`src/pkg/fif_pkg.sv`:
```
// package for the fifo interrupt flag and flush block: sfr addresses,
// field positions, reset values and the packed carrier types.
// assumes an 8-bit sfr bus with byte addresses as printed.
package fif_pkg;

    // sfr addresses
    localparam logic [7:0] FIF_FLAGS_ADDR = 8'h9F;
    localparam logic [7:0] FIF_EN_ADDR = 8'hA1;

    // flag register fields
    localparam int FIF_NUM_FLAGS = 6;
    localparam int FIF_CLR_MODE_BIT = 7;
    localparam int FIF_WCOL_BIT = 5;
    localparam int FIF_TXLOW_BIT = 4;
    localparam int FIF_TXFULL_BIT = 3;
    localparam int FIF_RXHIGH_BIT = 2;
    localparam int FIF_RXOVR_BIT = 1;
    localparam int FIF_RXFULL_BIT = 0;

    // enable and flush register fields
    localparam int FIF_TX_FLUSH_BIT = 7;
    localparam int FIF_RX_FLUSH_BIT = 6;

    // reset values
    localparam logic [5:0] FIF_FLAGS_RST = 6'h00;
    localparam logic [5:0] FIF_EN_RST = 6'h00;
    localparam logic [7:0] FIF_RDATA_RST = 8'h00;

    // sfr bus request from the cpu
    typedef struct packed {
        logic [7:0] addr;
        logic wr;
        logic rd;
        logic [7:0] wdata;
    } fif_sfr_req_type;

    // fifo manager events and levels
    typedef struct packed {
        logic data_wr;
        logic rx_byte_done;
        logic tx_full;
        logic rx_full;
    } fif_fifo_evt_type;

    // whole state of the block
    typedef struct packed {
        logic [5:0] flags;
        logic [5:0] en;
        logic [7:0] rdata;
        logic irq;
        logic tx_flush;
        logic rx_flush;
        logic rx_store;
    } fif_state_type;

endpackage

```
`src/logic/fif_irq_flush.sv`:
```
// fifo interrupt flags, per-flag enables, combined interrupt and the
// transmit/receive pointer flush strobes, reached over the cpu sfr bus.
// assumes all inputs synchronous to sys_clk; fifo storage, counters and
// threshold registers live outside and feed counts and thresholds in.
`timescale 1ns/1ps

// Notes on behaviour
// - interrupt is OR of six flags, each gated by its enable bit
// - flag write with bit 7 high clears flags written as one
// - data write while transmit fifo full sets write collision flag
// - transmit count at or below transmit threshold sets low-level flag
// - transmit fifo full sets transmit-full flag
// - receive count at or above receive threshold sets high-level flag
// - byte arriving on full receive fifo is dropped, overrun flag set
// - receive fifo full sets receive-full flag
// - enable write with bit 7 high flushes transmit pointer
// - enable write with bit 6 high flushes receive pointer
// - enable bits 5..3 gate collision, transmit low and full flags
// - enable bits 2..0 gate receive high, overrun and full flags
// - thresholds are separate CNT_W-bit values held outside this block
module fif_irq_flush import fif_pkg::*; #(
    parameter int CNT_W = 8
) (
    input wire logic sys_clk,
    input wire logic rstn,
    input wire logic clk_en,
    input wire fif_sfr_req_type sfr_req,
    input wire fif_fifo_evt_type fifo_evt,
    input wire logic [CNT_W-1:0] tx_count,
    input wire logic [CNT_W-1:0] rx_count,
    input wire logic [CNT_W-1:0] tx_threshold,
    input wire logic [CNT_W-1:0] rx_threshold,
    output logic [7:0] sfr_rdata,
    output logic fifo_irq,
    output logic tx_pointer_flush,
    output logic rx_pointer_flush,
    output logic rx_store
);

    // counts wider than the byte path cannot be served
    if (CNT_W < 1 || CNT_W > 8) begin : g_cnt_check
        $error("fif_irq_flush: CNT_W must be 1 to 8");
    end

    fif_state_type st_r;
    fif_state_type st_nxt;
    logic [5:0] set_evt;
    logic wr_flags;
    logic wr_en;
    logic tx_flush_req;
    logic rx_flush_req;
    logic [5:0] wr_field;

    // decode of sfr writes
    assign wr_flags = sfr_req.wr && (sfr_req.addr == FIF_FLAGS_ADDR);
    assign wr_en = sfr_req.wr && (sfr_req.addr == FIF_EN_ADDR);

    // flush requests and the written low field, named so the checks
    // below can look back at them one cycle later
    assign tx_flush_req = wr_en && sfr_req.wdata[FIF_TX_FLUSH_BIT];
    assign rx_flush_req = wr_en && sfr_req.wdata[FIF_RX_FLUSH_BIT];
    assign wr_field = sfr_req.wdata[5:0];

    // hardware set conditions, one per flag
    always_comb begin
        set_evt = 6'h00;
        set_evt[FIF_WCOL_BIT] = fifo_evt.data_wr && fifo_evt.tx_full;
        set_evt[FIF_TXLOW_BIT] = (tx_count <= tx_threshold);
        set_evt[FIF_TXFULL_BIT] = fifo_evt.tx_full;
        set_evt[FIF_RXHIGH_BIT] = (rx_count >= rx_threshold);
        set_evt[FIF_RXOVR_BIT] = fifo_evt.rx_byte_done
            && fifo_evt.rx_full;
        set_evt[FIF_RXFULL_BIT] = fifo_evt.rx_full;
    end

    // next state; strobes are one-cycle pulses, everything else holds
    always_comb begin
        st_nxt = st_r;
        st_nxt.tx_flush = 1'b0;
        st_nxt.rx_flush = 1'b0;
        // a dropped byte is simply never strobed into storage
        st_nxt.rx_store = fifo_evt.rx_byte_done
            && !fifo_evt.rx_full;
        // software side first, so a same-cycle hardware set wins below
        if (wr_flags) begin
            if (sfr_req.wdata[FIF_CLR_MODE_BIT]) begin
                st_nxt.flags = st_r.flags & ~sfr_req.wdata[5:0];
            end else begin
                st_nxt.flags = st_r.flags | sfr_req.wdata[5:0];
            end
        end
        st_nxt.flags = st_nxt.flags | set_evt;
        if (wr_en) begin
            // a flush write only flushes, enables stay as they were
            if (sfr_req.wdata[FIF_TX_FLUSH_BIT]
                    || sfr_req.wdata[FIF_RX_FLUSH_BIT]) begin
                st_nxt.tx_flush = sfr_req.wdata[FIF_TX_FLUSH_BIT];
                st_nxt.rx_flush = sfr_req.wdata[FIF_RX_FLUSH_BIT];
            end else begin
                st_nxt.en = sfr_req.wdata[5:0];
            end
        end
        st_nxt.irq = |(st_nxt.flags & st_nxt.en);
        // read data; reserved bit 6 and flush bits read zero
        if (sfr_req.rd && sfr_req.addr == FIF_FLAGS_ADDR) begin
            st_nxt.rdata = {2'b00, st_r.flags};
        end else if (sfr_req.rd && sfr_req.addr == FIF_EN_ADDR) begin
            st_nxt.rdata = {2'b00, st_r.en};
        end else if (sfr_req.rd) begin
            st_nxt.rdata = FIF_RDATA_RST;
        end
    end

    // state register, frozen while the clock enable is low
    always_ff @(posedge sys_clk or negedge rstn) begin
        if (!rstn) begin
            st_r.flags <= FIF_FLAGS_RST;
            st_r.en <= FIF_EN_RST;
            st_r.rdata <= FIF_RDATA_RST;
            st_r.irq <= 1'b0;
            st_r.tx_flush <= 1'b0;
            st_r.rx_flush <= 1'b0;
            st_r.rx_store <= 1'b0;
        end else if (clk_en) begin
            st_r <= st_nxt;
        end
    end

    assign sfr_rdata = st_r.rdata;
    assign fifo_irq = st_r.irq;
    assign tx_pointer_flush = st_r.tx_flush;
    assign rx_pointer_flush = st_r.rx_flush;
    assign rx_store = st_r.rx_store;

    // checks: each looks one cycle after its cause, since every output
    // and flag is registered
    AST_IRQ_OR: assert property (
        @(posedge sys_clk) disable iff (!rstn)
        clk_en |=> fifo_irq == |(st_r.flags & st_r.en))
        else $error("interrupt does not match enabled flags");

    AST_W1C_RXFULL: assert property (
        @(posedge sys_clk) disable iff (!rstn)
        clk_en && wr_flags && sfr_req.wdata[FIF_CLR_MODE_BIT]
        && sfr_req.wdata[FIF_RXFULL_BIT] && !fifo_evt.rx_full
        |=> !st_r.flags[FIF_RXFULL_BIT])
        else $error("write-one clear did not clear flag");

    AST_WCOL: assert property (
        @(posedge sys_clk) disable iff (!rstn)
        clk_en && fifo_evt.data_wr && fifo_evt.tx_full
        |=> st_r.flags[FIF_WCOL_BIT])
        else $error("write collision flag not set");

    AST_TXLOW: assert property (
        @(posedge sys_clk) disable iff (!rstn)
        clk_en && tx_count <= tx_threshold
        |=> st_r.flags[FIF_TXLOW_BIT])
        else $error("transmit low flag not set");

    AST_TXFULL: assert property (
        @(posedge sys_clk) disable iff (!rstn)
        clk_en && fifo_evt.tx_full |=> st_r.flags[FIF_TXFULL_BIT])
        else $error("transmit full flag not set");

    AST_RXHIGH: assert property (
        @(posedge sys_clk) disable iff (!rstn)
        clk_en && rx_count >= rx_threshold
        |=> st_r.flags[FIF_RXHIGH_BIT])
        else $error("receive high flag not set");

    AST_OVERRUN: assert property (
        @(posedge sys_clk) disable iff (!rstn)
        clk_en && fifo_evt.rx_byte_done && fifo_evt.rx_full
        |=> st_r.flags[FIF_RXOVR_BIT] && !rx_store)
        else $error("overrun byte stored or flag not set");

    AST_RX_STORE: assert property (
        @(posedge sys_clk) disable iff (!rstn)
        clk_en && fifo_evt.rx_byte_done && !fifo_evt.rx_full |=> rx_store)
        else $error("received byte not stored");

    AST_RXFULL: assert property (
        @(posedge sys_clk) disable iff (!rstn)
        clk_en && fifo_evt.rx_full |=> st_r.flags[FIF_RXFULL_BIT])
        else $error("receive full flag not set");

    // back-to-back flush writes may hold a strobe high, so the end of a
    // pulse is only demanded when no new request follows
    AST_TX_POINTER_FLUSH: assert property (
        @(posedge sys_clk) disable iff (!rstn)
        clk_en && tx_flush_req |=> tx_pointer_flush)
        else $error("transmit flush pulse missing");

    AST_TX_POINTER_FLUSH_END: assert property (
        @(posedge sys_clk) disable iff (!rstn)
        clk_en && tx_pointer_flush && !tx_flush_req |=> !tx_pointer_flush)
        else $error("transmit flush pulse too long");

    AST_RX_POINTER_FLUSH: assert property (
        @(posedge sys_clk) disable iff (!rstn)
        clk_en && rx_flush_req |=> rx_pointer_flush)
        else $error("receive flush pulse missing");

    AST_RX_POINTER_FLUSH_END: assert property (
        @(posedge sys_clk) disable iff (!rstn)
        clk_en && rx_pointer_flush && !rx_flush_req |=> !rx_pointer_flush)
        else $error("receive flush pulse too long");

    AST_EN_WRITE: assert property (
        @(posedge sys_clk) disable iff (!rstn)
        clk_en && wr_en && !tx_flush_req && !rx_flush_req
        |=> st_r.en == $past(wr_field))
        else $error("enable write not stored");

    AST_FLUSH_KEEPS_EN: assert property (
        @(posedge sys_clk) disable iff (!rstn)
        tx_flush_req || rx_flush_req
        |=> st_r.en == $past(st_r.en))
        else $error("flush write changed enables");

    AST_STICKY: assert property (
        @(posedge sys_clk) disable iff (!rstn)
        !(clk_en && wr_flags && sfr_req.wdata[FIF_CLR_MODE_BIT])
        |=> (st_r.flags & $past(st_r.flags)) == $past(st_r.flags))
        else $error("flag dropped without a clear write");

    AST_SET_MODE: assert property (
        @(posedge sys_clk) disable iff (!rstn)
        clk_en && wr_flags && !sfr_req.wdata[FIF_CLR_MODE_BIT]
        |=> (st_r.flags & $past(wr_field)) == $past(wr_field))
        else $error("set-mode write did not set flags");

    AST_RDATA_FLAGS: assert property (
        @(posedge sys_clk) disable iff (!rstn)
        clk_en && sfr_req.rd && sfr_req.addr == FIF_FLAGS_ADDR
        |=> sfr_rdata == {2'b00, $past(st_r.flags)})
        else $error("flag read data wrong");

    // a low clock enable must leave every bit of state alone
    AST_FREEZE: assert property (
        @(posedge sys_clk) disable iff (!rstn)
        !clk_en |=> st_r == $past(st_r))
        else $error("state changed while clock enable low");

endmodule

```
`config.mk`:
```
export PLATFORM = sky130hd
export DESIGN_NAME = fif_irq_flush
export DESIGN_NICKNAME = d
export VERILOG_FILES = /design/src/pkg/fif_pkg.sv /design/src/logic/fif_irq_flush.sv
export SDC_FILE = /design/constraint.sdc
export NUM_CORES = 1
export LEC_CHECK = 0
export BUFFER_PORTS_ARGS = -buffer_cell sky130_fd_sc_hd__buf_4
export CAP_MARGIN = 40
export CORE_MARGIN = 2
export CORE_UTILIZATION = 54
export CTS_BUF_LIST = sky130_fd_sc_hd__clkbuf_8
export DETAILED_ROUTE_END_ITERATION = 10
export PLACE_DENSITY_LB_ADDON = 0.2
export SYNTH_ARGS = -nofsm -noshare
export SYNTH_HDL_FRONTEND = slang
export SYNTH_SLANG_ARGS = --single-unit
```
`constraint.sdc`:
```
create_clock -name sys_clk -period 3.1 [get_ports sys_clk]
set_input_delay 0.155 -clock sys_clk [delete_from_list [all_inputs] [get_ports sys_clk]]
set_output_delay 0.155 -clock sys_clk [all_outputs]
set_load 0.005 [all_outputs]
```
Word level (Yosys, flattened, before mapping):

Index checks and enable logic that the tools add are counted.
W data, S select, Z words.

* bits in registers: 24
* bits of input ports: 57
* output and inout port bits: 12
* logic and storage cells: 37

* $lt $le $gt $ge: 2
* equal/unequal tests: 2
* multiplexer cells: 9
* bitwise gates (word level): 5
* reductions and logical operators: 12

Operators with widths (number)
* $mux W6: 4
* $mux W8: 3
* $eq A8 B8 Y1 const B: 2
* $and A6 B6 Y6: 2
* $or A6 B6 Y6: 2
* $ge A8 B8 Y1: 1
* $le A8 B8 Y1: 1
* $logic_and A1 B1 Y1: 7
* $not A6 Y6: 1
* $reduce_or A6 Y1: 1
* $mux W2: 2
* $reduce_bool A3 Y1: 1
* $reduce_and A2 Y1: 1
* $logic_not A1 Y1: 1
* $logic_or A1 B1 Y1: 1

Logic depth before layout (Yosys ltp):

Gate-level depths: netlist of the first run.

* depth in word-level cells: 7
* depth in mapped cells: 8
* gate-level depth less buffers: 8

Worst setup path before layout of the first run:

No wires, ideal clock.

* kind: input port to flip-flop
* start point: input port rx_count[0]
* end point: register st_r (netlist bit fifo_irq)
* setup time: 0.126 ns
* arrival time: 1.727 ns
* data required time: 2.974 ns
* setup slack: 1.247 ns
* stages: 8
* buffers on the path: 0
* path through: inv_1 -> ha_1 -> nand2b_1 -> a2111o_1 -> a31oi_1 -> a221o_1 -> o221ai_1 -> o32a_1

* cells in the longest elaborated chain, start to end: 4

RTL lines
* start: declaration: RTL line fif_irq_flush.sv:30 `input wire logic [CNT_W-1:0] rx_count,`
* $ge A8 B8 Y1: RTL line fif_irq_flush.sv:70 `set_evt[FIF_RXHIGH_BIT] = (rx_count >= rx_threshold);`
* $or A6 B6 Y6: RTL line fif_irq_flush.sv:92 `st_nxt.flags = st_nxt.flags | set_evt;`
* $and A6 B6 Y6: RTL line fif_irq_flush.sv:103 `st_nxt.irq = |(st_nxt.flags & st_nxt.en);`
* $reduce_or A6 Y1: RTL line fif_irq_flush.sv:103
* end signal: assignment: RTL line fif_irq_flush.sv:125 `st_r <= st_nxt;`
* end: declaration: RTL line fif_irq_flush.sv:45 `fif_state_type st_r;`

Every way passes these cells.
A chain may end at the register's enable or synchronous reset.

Final worst setup path of the first run:

Same ends and word-level chain as after synthesis.

==> run_results.csv, run 1 <==
group,metric,value,unit
routing,dr.pass1.iters,4,
routing,routed_wl,3720,um
global_route,grtUsageTotal,22.4,%
timing,drv_slew,0,
die,fp.dieW,59.6,um
timing,fmax,554,MHz
power_and_ir_drop,vdd_drop_max,265,uV
die,core-area,0.00300,mm^2
synth,ys_top_cells_by_area,"dfrtp_1, ha_1, inv_1",
global_route,grt_pass1_wl,6050,um
status,status,"finished clean",
placed_design,port_buffers,66,
worst_setup_path,crit_required,3.24,ns
cts,ctsLongestPathBuffers,2,
worst_setup_path,r2r_start,"st_r[19]",
die,dieArea,0.00355,mm^2
worst_setup_path,crit_start,"rx_count[0]",
timing,fin_skew,0.00491,ns
worst_setup_path,rrSetupSlack,1.66,ns
global_route,overflow,0,
synth,ys_top_cells_by_count,"dfrtp_1, inv_1, nand2_1, ha_1, nor2_1",
finish,multi_input_area,925,um^2
timing,final.setup.tns,0,ns
synth,synth_top_family_by_area,"compound AO/OA/AOI/OAI gates",
synth,synth_fa_ha_area_share,12.0,%
worst_setup_path,cp-start-kind,"input pin",
die,row_count,20,
die,start_util,55.6,%
cts,numCtsBuffers,3,
routing,via_per_inst,5.55,
finish,fillers,253,
synth,synth_edf_count,0,
cts,ctsRootBufferMaster,"clkbuf_8",
synth,ys.flop_type,"dfrtp_1",
finish,layout.area.seq,551,um^2
cts,clk_pin_slew,0.07,ns
synth,synth-seq-cells,22,
finish,final_nets,320,
global_route,grt_max_degree,23,
synth,syn_area_per_cell,8.84,um^2
cts,cts.sinks,22,
worst_setup_path,max_stage_delay,0.41,ns
global_route,first_global_vias,1412,
finish,diodes,0,
worst_setup_path,path_max_fanout,3,
timing,min_period,1.80,ns
cts,clock_latency,0.26,ns
cts,postCtsSetupBuffers,0,
synth,synth-compound-area-share,19.7,%
routing,wl_per_cell,13.4,um
routing,antenna_left,0,
routing,via_count,1543,
worst_setup_path,cp_slowest_cell,"a2111o_1",
cts,htreeDepth,1,
synth,syn_area,0.00167,mm^2
synth,yosysTopAreaCellShare,33.0,%
worst_setup_path,critPathKind,"input pin to flop",
placed_design,dpl-instance-area,0.00209,mm^2
timing,report.final.hold_viol_count,0,
placed_design,hpwl,3050,um
routing,dr.first_iter.drc_count,78,
synth,post-synth-top-area-cell,"dfrtp_1",
synth,synthMuxAreaShare,7.04,%
finish,final_layout_size_suffix_gt1_share,33.1,%
power_and_ir_drop,leakagePower,1.10,nW
worst_setup_path,crit_path_end_kind,"flop",
global_route,antenna_found_initial,0,
finish,postLayoutCoreUtil,71.5,%
finish,area_growth_syn_to_layout,28.5,%
routing,drc,0,
job,cap_violations,0,
cts,cts_tree,"done",
hold_path,hold_path_class,"input pin to flop",
die,io_pins,69,
timing,fin_crit_sh,58.2,%
synth,syn_inst,189,
finish,finalInstanceArea,0.00215,mm^2
placed_design,routabilityCongestion,0.819,
worst_setup_path,crit_arrival,1.95,ns
synth,synth-async-reset-ratio,100,%
power_and_ir_drop,powerDensity,277,mW/mm^2
timing,finalSetupViolCount,0,
synth,synth_cell_types,43,
die,die_h,59.6,um
timing,rsz0062_at_grt,"no",
synth,synth_xor_area_share,0,%
synth,synth-simple-area-share,16.2,%
synth,synth_seq_area_share,33.0,%
hold_path,hp-start,"sfr_req[0]",
worst_setup_path,crit_path_cell_trace,"buf_4 -> inv_1 -> ha_1 -> nand2b_1 -> a2111o_1 -> a31oi_1 -> a221o_1 -> o221ai_1 -> o32a_1",
synth,yosysWarnings,0,
## stage by stage
step,instances,total power [mW],setup slack (ns),hold WS (ns)
detailed placement,274,0.433,1.02,0.0551
global placement,274,0.431,1.02,0.0576
global route,278,0.628,1.22,0.118
CTS,278,0.600,1.28,0.108
floorplan,190,0.355,1.25,-0.141
finish,278,0.594,1.30,0.118
## cells in the final DEF (no fill, tap or decap), types with 2 or more instances in the layout
| master | n |
|---|---|
| mux2i_1 | 5 |
| nor2_1 | 12 |
| nand2b_1 | 3 |
| ha_1 | 16 |
| o22ai_1 | 3 |
| nand2_1 | 22 |
| buf_4 | 66 |
| nor2b_1 | 2 |
| nand4_1 | 5 |
| nand3_1 | 2 |
| conb_1 | 2 |
| mux2_2 | 6 |
| dfrtp_1 | 22 |
| o21ai_0 | 9 |
| a21oi_1 | 11 |
| and4b_1 | 2 |
| clkbuf_8 | 3 |
| a22oi_1 | 6 |
| a31o_2 | 2 |
| inv_1 | 22 |
| a31oi_1 | 4 |
## per-layer routing
| metal | vias up | global-route usage, % | routed length (um) |
|---|---|---|---|
| met5 | - | 0 | 0 |
| met4 | 0 | 3.81 | 29 |
| met3 | 6 | 5.02 | 196 |
| met2 | 44 | 38.9 | 1760 |
| met1 | 713 | 29.0 | 1730 |
| li1 | 780 | - | - |
## report_power, final
group          total, mW  internal, mW  switching (mW)
clock network      0.166        0.0865          0.0796
registers          0.292         0.290         0.00207
logic              0.136        0.0762          0.0594
total              0.594         0.453           0.141
## worst max-delay path, delay by kind of cell
kind | cells | cell delay [ns]
adder cells (fa/ha/maj) | 1 | 0.27
AO/OA/AOI/OAI | 5 | 1.28
buffers and inverters | 2 | 0.10
AND/OR/NAND/NOR | 1 | 0.14
## worst paths after layout
kind                                          to  cells after the start
worst min register to register      sfr_rdata[3]                      2
worst max-delay path                    fifo_irq                      9
worst min-delay path                    st_r[18]                      2
min in group asynchronous               st_r[16]                      2
max in group asynchronous       tx_pointer_flush                      2
worst max register to register          fifo_irq                      4
## cells by family after synthesis
group	after synthesis
adder cells (fa/ha/maj)	16
AND/OR/NAND/NOR	54
flip-flops	22
other	1
AO/OA/AOI/OAI	48
buffers and inverters	37
multiplexers	11
## sequential cells by signal, summed over array words and instances (netlist names)
register	flops
rx_pointer_flush	1
rx_store	1
fifo_irq	1
sfr_rdata	6
st_r	12
tx_pointer_flush	1
## cell type report
cell class	instances	area share, %
Timing Repair Buffer	67	23.6
Sequential cell	22	25.7
Multi-Input combinational cell	131	43.1
Clock buffer	3	1.92
Inverter	22	3.85
Tap cell	33	1.92
## repair_timing
action / in CTS / in global routing
endpoints found under the hold margin: 22 / 0
hold buffers: 1 / 0
resized for setup: 0 / 0
(Power assumes the default switching activity.)
==> run 2, diff against run 1 <==
--- a/config.mk
+++ b/config.mk
@@ -8,7 +8,7 @@
 export BUFFER_PORTS_ARGS = -buffer_cell sky130_fd_sc_hd__buf_4
 export CAP_MARGIN = 40
 export CORE_MARGIN = 2
-export CORE_UTILIZATION = 54
+export CORE_UTILIZATION = 45
 export CTS_BUF_LIST = sky130_fd_sc_hd__clkbuf_8
 export DETAILED_ROUTE_END_ITERATION = 10
 export PLACE_DENSITY_LB_ADDON = 0.2
==> constraint.sdc (replaced) <==
create_clock -name sys_clk -period 1.55 [get_ports sys_clk]
set_input_delay 0.0775 -clock sys_clk [delete_from_list [all_inputs] [get_ports sys_clk]]
set_output_delay 0.0775 -clock sys_clk [all_outputs]
set_load 0.005 [all_outputs]
==> run 2 against run 1 <==
Compared with the run above:
- combinational power grew 130%
- largest power group unchanged
- via count increased by 3.6%
- highest routed layer unchanged
- die area up 19%
- sequential cell count is the same
- clock power increased to 2.5 times the previous value
- non-clock buffer count increased by 18
- core utilization down 5.7 points
- wire length increased by 8.0%
- clock-buffer cell count rose by 1
- register-to-register slack lost 1.5 ns
- sequential share of layout area fell by 2.4 points
==> run_results.csv, run 2 (synthesized netlist as in run 1, its figures left out) <==
group,metric,value,unit
finish,final_layout_size_suffix_gt1_share,40.2,%
finish,fillers,329,
finish,final_cell_mix,"buf_4, nand2_1, dfrtp_1, inv_1, ha_1",
timing,fmax,665,MHz
power_and_ir_drop,powerDensity,552,mW/mm^2
finish,final_nets,338,
worst_setup_path,critPathKind,"input pin to flop",
global_route,antenna_found_initial,0,
timing,fin_skew,0.00409,ns
worst_setup_path,reg2reg_depth,6,
timing,final.setup.tns,0,ns
placed_design,dpl-instance-area,0.00228,mm^2
global_route,grt_pass1_wl,6640,um
worst_setup_path,r2r-end,"fifo_irq",
routing,routed.top_layer,"met4",
routing,via_count,1598,
worst_setup_path,crit_start,"rx_count[0]",
cts,clock_latency,0.26,ns
global_route,grt_max_degree,23,
routing,via_per_inst,5.12,
finish,diodes,0,
worst_setup_path,max_stage_delay,0.41,ns
worst_setup_path,crit_path_end_kind,"flop",
cts,htreeDepth,1,
finish,largest_register,"st_r",
timing,report.final.hold_viol_count,0,
worst_setup_path,crit_family,"compound AO/OA/AOI/OAI gates",
routing,antenna_left,0,
timing,fin_crit_sh,97.0,%
worst_setup_path,crit_path_cell_trace,"buf_6 -> inv_6 -> ha_4 -> nand2b_4 -> a2111o_1 -> a31oi_4 -> a221o_1 -> o221ai_1 -> o32a_1",
job,cap_violations,0,
die,dieArea,0.00422,mm^2
timing,rsz0062_at_grt,"no",
global_route,grtUsageTotal,19.9,%
finish,layout_commonest_cell,"buf_4",
die,fp.dieW,64.9,um
die,row_count,22,
die,core-area,0.00361,mm^2
timing,drv_slew,0,
routing,drc,0,
cts,cts.sinks,22,
timing,min_period,1.50,ns
worst_setup_path,cp-endpoint,"fifo_irq",
routing,dr.first_iter.drc_count,60,
power_and_ir_drop,total_power,1.31,mW
cts,cts_tree,"done",
routing,routedLengthMet1,1660,um
finish,finalInstanceArea,0.00237,mm^2
placed_design,routabilityCongestion,0.802,
hold_path,hold_path_class,"input pin to flop",
cts,ctsRootBufferMaster,"clkbuf_8",
finish,area_growth_syn_to_layout,42.0,%
routing,routed_wl,4010,um
worst_setup_path,crit_required,1.70,ns
routing,dr_wl_met2,2190,um
worst_setup_path,rrSetupSlack,0.11,ns
routing,wl_per_cell,12.9,um
worst_setup_path,crit_arrival,1.66,ns
finish,largest_reg_flops,12,
power_and_ir_drop,leakagePower,1.21,nW
die,io_pins,69,
timing,finalSetupViolCount,0,
cts,clk_pin_slew,0.08,ns
timing,holdWs,0.0142,ns
placed_design,hpwl,3280,um
global_route,overflow,0,
worst_setup_path,cp.depth,9,
cts,numCtsBuffers,3,
worst_setup_path,r2r_start,"st_r[22]",
placed_design,placed_cells,306,
die,start_util,46.3,%
cts,ctsLongestPathBuffers,2,
worst_setup_path,cp_num_buf_inv,2,
placed_design,port_buffers,66,
worst_setup_path,cp-start-kind,"input pin",
routing,dr.pass1.iters,4,
worst_setup_path,cp_slowest_cell,"a2111o_1",
global_route,first_global_vias,1610,
status,status,"finished clean",
worst_setup_path,path_max_fanout,2,
finish,layout.cells.non_filler,312,
die,die_h,64.9,um
routing,wl_met3,135,um
power_and_ir_drop,vdd_drop_max,310,uV
run 2: cell count changes in the layout (fill, tap and decap cells not counted), sizes merged:
cell	delta
clkbuf	+1
buf	+18
run 2: timing repair:
action	in CTS	in global routing
setup buffers	1	0
resized for setup	2	2
endpoints found under the setup margin	1	1
hold buffers	1	0
hold endpoints to repair	22	0
pin swaps	5	4
run 2: where the power goes:
group | total [mW] | switching (mW) | internal [mW] | leakage [nW]
Clock | 0.417 | 0.191 | 0.226 | 0.0288
Sequential | 0.584 | 0.00434 | 0.580 | 0.274
Combinational | 0.308 | 0.133 | 0.175 | 0.904
run 2: how the worst min path moves through the flow:
stage,start,end,slack (ns),cells after the start
final,sfr_req[2],st_r[20],0.01,2
after global routing,sfr_req[0],st_r[18],0.03,2
after CTS,sfr_req[5],st_r[23],0.02,2
after detailed placement,rstn,sfr_rdata[1],-0.02,1
after global placement,rstn,rx_store,-0.02,1
after floorplan,rstn,fifo_irq,-0.22,0
run 2: layout make-up:
cell class	instances	area, um^2	share of cell area (%)
tap	48	60.1	2.53
sequential	22	551	23.2
timing repair buffer	85	657	27.7
multi-input combinational	131	962	40.6
inverter	22	87.6	3.69
clock buffer	4	55.1	2.32
run 2: worst reg2reg max path: cells and delay by family, from the launching register on:
| kind | cells | cell delay [ns] |
|---|---|---|
| AND/OR/NAND/NOR | 1 | 0.06 |
| AO/OA/AOI/OAI | 4 | 0.81 |
| flip-flops | 1 | 0.41 |
| buffers and inverters | 1 | 0.06 |
run 2: metal layers:
layer / up-vias / global-route usage, %
li1: 813 / -
met1: 743 / 22.4
met2: 38 / 38.1
met3: 4 / 2.26
met4: 0 / 6.65
met5: - / 0
run 2: stage by stage:
step / setup WS [ns] / util (%)
finish: 0.0465 / 65.8
global route: 0.000606 / 65.8
CTS: -0.0360 / 65.7
detailed placement: -0.337 / 63.4
global placement: -0.301 / 63.4
floorplan: -0.0975 / -
==> run 3, diff against run 2 <==
--- a/config.mk
+++ b/config.mk
@@ -7,8 +7,10 @@
 export LEC_CHECK = 0
 export BUFFER_PORTS_ARGS = -buffer_cell sky130_fd_sc_hd__buf_4
 export CAP_MARGIN = 40
+export CELL_PAD_IN_SITES_DETAIL_PLACEMENT = 2
+export CELL_PAD_IN_SITES_GLOBAL_PLACEMENT = 2
 export CORE_MARGIN = 2
-export CORE_UTILIZATION = 45
+export CORE_UTILIZATION = 25
 export CTS_BUF_LIST = sky130_fd_sc_hd__clkbuf_8
 export DETAILED_ROUTE_END_ITERATION = 10
 export PLACE_DENSITY_LB_ADDON = 0.2
==> run 3 against run 2 <==
Compared with the run above:
- fmax fell by 1.2%
- wire length rose by 35%
- sequential share of layout area fell by 1.1 points
- setup slack got worse by 0.018 ns
- global-route usage fell by 4.4 points
- sequential cell count did not move
- power fell by 2.9%
- die area rose by 74%
- core utilization fell by 27 points
- final area rose by 4.7%
- first-iteration DRC count fell by 15%
- via count rose by 6.1%
- critical path type unchanged
- critical endpoint unchanged
- largest cell class unchanged
- largest power group unchanged
==> run_results.csv, run 3 (synthesized netlist as in run 1, its figures left out) <==
group,metric,value,unit
hold_path,hp-start,"sfr_req[5]",
worst_setup_path,cp-start-kind,"input pin",
finish,fillers,719,
worst_setup_path,path_max_fanout,7,
global_route,antenna_found_initial,0,
cts,numCtsBuffers,3,
finish,largest_reg_flops,12,
worst_setup_path,crit_path_cell_trace,"buf_4 -> and4b_2 -> and3_4 -> buf_4 -> a311oi_2 -> o31a_2 -> nor2_1 -> o32a_1",
cts,cts_tree,"done",
timing,min_period,1.52,ns
hold_path,hold_depth,2,
power_and_ir_drop,powerDensity,512,mW/mm^2
routing,drc,0,
power_and_ir_drop,seqPwrFrac,45.9,%
worst_setup_path,max_stage_delay,0.33,ns
worst_setup_path,r2r-end,"fifo_irq",
placed_design,dpl_worst_slack,-0.338,ns
power_and_ir_drop,internal-power,0.934,mW
job,cap_violations,0,
die,fp.dieW,85.7,um
placed_design,routabilityCongestion,0.743,
hold_path,min_to,"st_r[23]",
timing,fin_skew,0.000879,ns
finish,largest_register,"st_r",
global_route,grt_pass1_wl,9020,um
cts,clk_pin_slew,0.08,ns
die,io_pins,69,
cts,htreeDepth,1,
timing,report.final.hold_viol_count,0,
power_and_ir_drop,p_clk_share,28.7,%
finish,diodes,0,
global_route,grt_max_degree,23,
worst_setup_path,crit_arrival,1.68,ns
cts,ctsLongestPathBuffers,2,
routing,dr.pass1.iters,6,
placed_design,hpwl,4500,um
status,status,"finished clean",
routing,wl_per_cell,15.6,um
global_route,grtUsageTotal,15.4,%
cts,clock_latency,0.26,ns
timing,rsz0062_at_grt,"yes",
worst_setup_path,cp_num_buf_inv,2,
power_and_ir_drop,total_power,1.27,mW
hold_path,hold_path_class,"input pin to flop",
timing,fin_crit_sh,98.2,%
timing,finalWorstSetupSlack,0.0281,ns
die,row_count,29,
power_and_ir_drop,swShare,26.6,%
worst_setup_path,crit_required,1.70,ns
die,core-area,0.00642,mm^2
power_and_ir_drop,vdd_drop_max,206,uV
finish,final_cell_mix,"buf_4, nand2_1, dfrtp_1, inv_1, ha_1",
finish,postLayoutCoreUtil,38.7,%
timing,fmax,657,MHz
cts,cts.sinks,22,
timing,drv_slew,0,
worst_setup_path,crit_family,"compound AO/OA/AOI/OAI gates",
timing,finalSetupViolCount,0,
worst_setup_path,reg2reg_depth,6,
routing,via_count,1695,
finish,layout_commonest_cell,"buf_4",
routing,antenna_left,0,
die,start_util,26.0,%
power_and_ir_drop,pwr-share-comb,25.4,%
placed_design,port_buffers,66,
finish,final_nets,345,
worst_setup_path,cp_slowest_cell,"o32a_1",
global_route,overflow,0,
power_and_ir_drop,p_sw,0.338,mW
cts,ctsRootBufferMaster,"clkbuf_8",
worst_setup_path,crit_path_end_kind,"flop",
die,die_h,85.7,um
power_and_ir_drop,leakagePower,1.24,nW
worst_setup_path,rrSetupSlack,0.08,ns
routing,via_per_inst,4.88,
routing,routed_wl,5420,um
finish,final_layout_size_suffix_gt1_share,43.7,%
finish,area_growth_syn_to_layout,48.8,%
die,dieArea,0.00735,mm^2
worst_setup_path,crit_top_cell,"buf_4",
worst_setup_path,critPathKind,"input pin to flop",
worst_setup_path,r2r_start,"st_r[22]",
global_route,first_global_vias,1881,
routing,dr.first_iter.drc_count,51,
[run 3: layer usage]
metal / global-route usage [%] / wire, um / up-vias
li1: - / - / 829
met1: 18.0 / 2210 / 832
met2: 30.5 / 3050 / 32
met3: 1.92 / 126 / 2
met4: 2.16 / 31 / 0
met5: 0 / 0 / -
[run 3: how the worst max path moves through the flow]
stage / start / to / slack, ns / depth (start not counted)
after global placement: sfr_req[11] / fifo_irq / -0.31 / 8
after detailed placement: sfr_req[11] / fifo_irq / -0.34 / 8
after global routing: sfr_req[10] / fifo_irq / -0.03 / 8
after floorplan: rx_threshold[0] / fifo_irq / -0.1 / 7
after CTS: sfr_req[10] / fifo_irq / 0.002 / 9
final: sfr_req[10] / fifo_irq / 0.03 / 8
[run 3: worst register-to-register path, cell delays in order (launching register included)]
cell and delay [ns]:
dfrtp_1 0.43, inv_1 0.08, a41oi_1 0.05, a311oi_2 0.21, o31a_2 0.19, nor2_1 0.06
o32a_1 0.34
[run 3: power by group through the flow]
| stage | Clock (mW) | Sequential (mW) | Combinational, mW |
|---|---|---|---|
| 5_1_grt | 0.407 | 0.586 | 0.367 |
| 4_1_cts | 0.383 | 0.585 | 0.324 |
| 6_report | 0.365 | 0.585 | 0.323 |
| 3_3_place_gp | 0 | 0.596 | 0.310 |
| 3_5_place_dp | 0 | 0.596 | 0.319 |
| 2_1_floorplan | 0 | 0.595 | 0.124 |
[run 3: cell type report]
type	instances	area [um^2]	area share, %
Multi-Input combinational cell	131	1000	40.3
Timing Repair Buffer	92	708	28.5
Sequential cell	22	551	22.2
Tap cell	77	96.3	3.88
Inverter	22	87.6	3.52
Clock buffer	3	41.3	1.66
[run 3: stage by stage]
step	hold slack (ns)	cells	cell area (um^2)	setup TNS, ns
after floorplan	-0.218	190	1710	-0.0975
final	0.0237	347	2480	0
after CTS	0.0198	347	2430	0
after detailed placement	-0.00375	343	2370	-1.88
after global routing	0.0241	347	2480	-0.0253
after global placement	-0.00322	343	2370	-1.44
[run 3: timing repair]
action / in CTS / in global routing
gates resized for setup: 2 / 12
hold endpoints to repair: 22 / 0
pin swaps: 3 / 4
hold buffers: 1 / 0
setup endpoints to repair: 1 / 1
setup buffers: 0 / 1
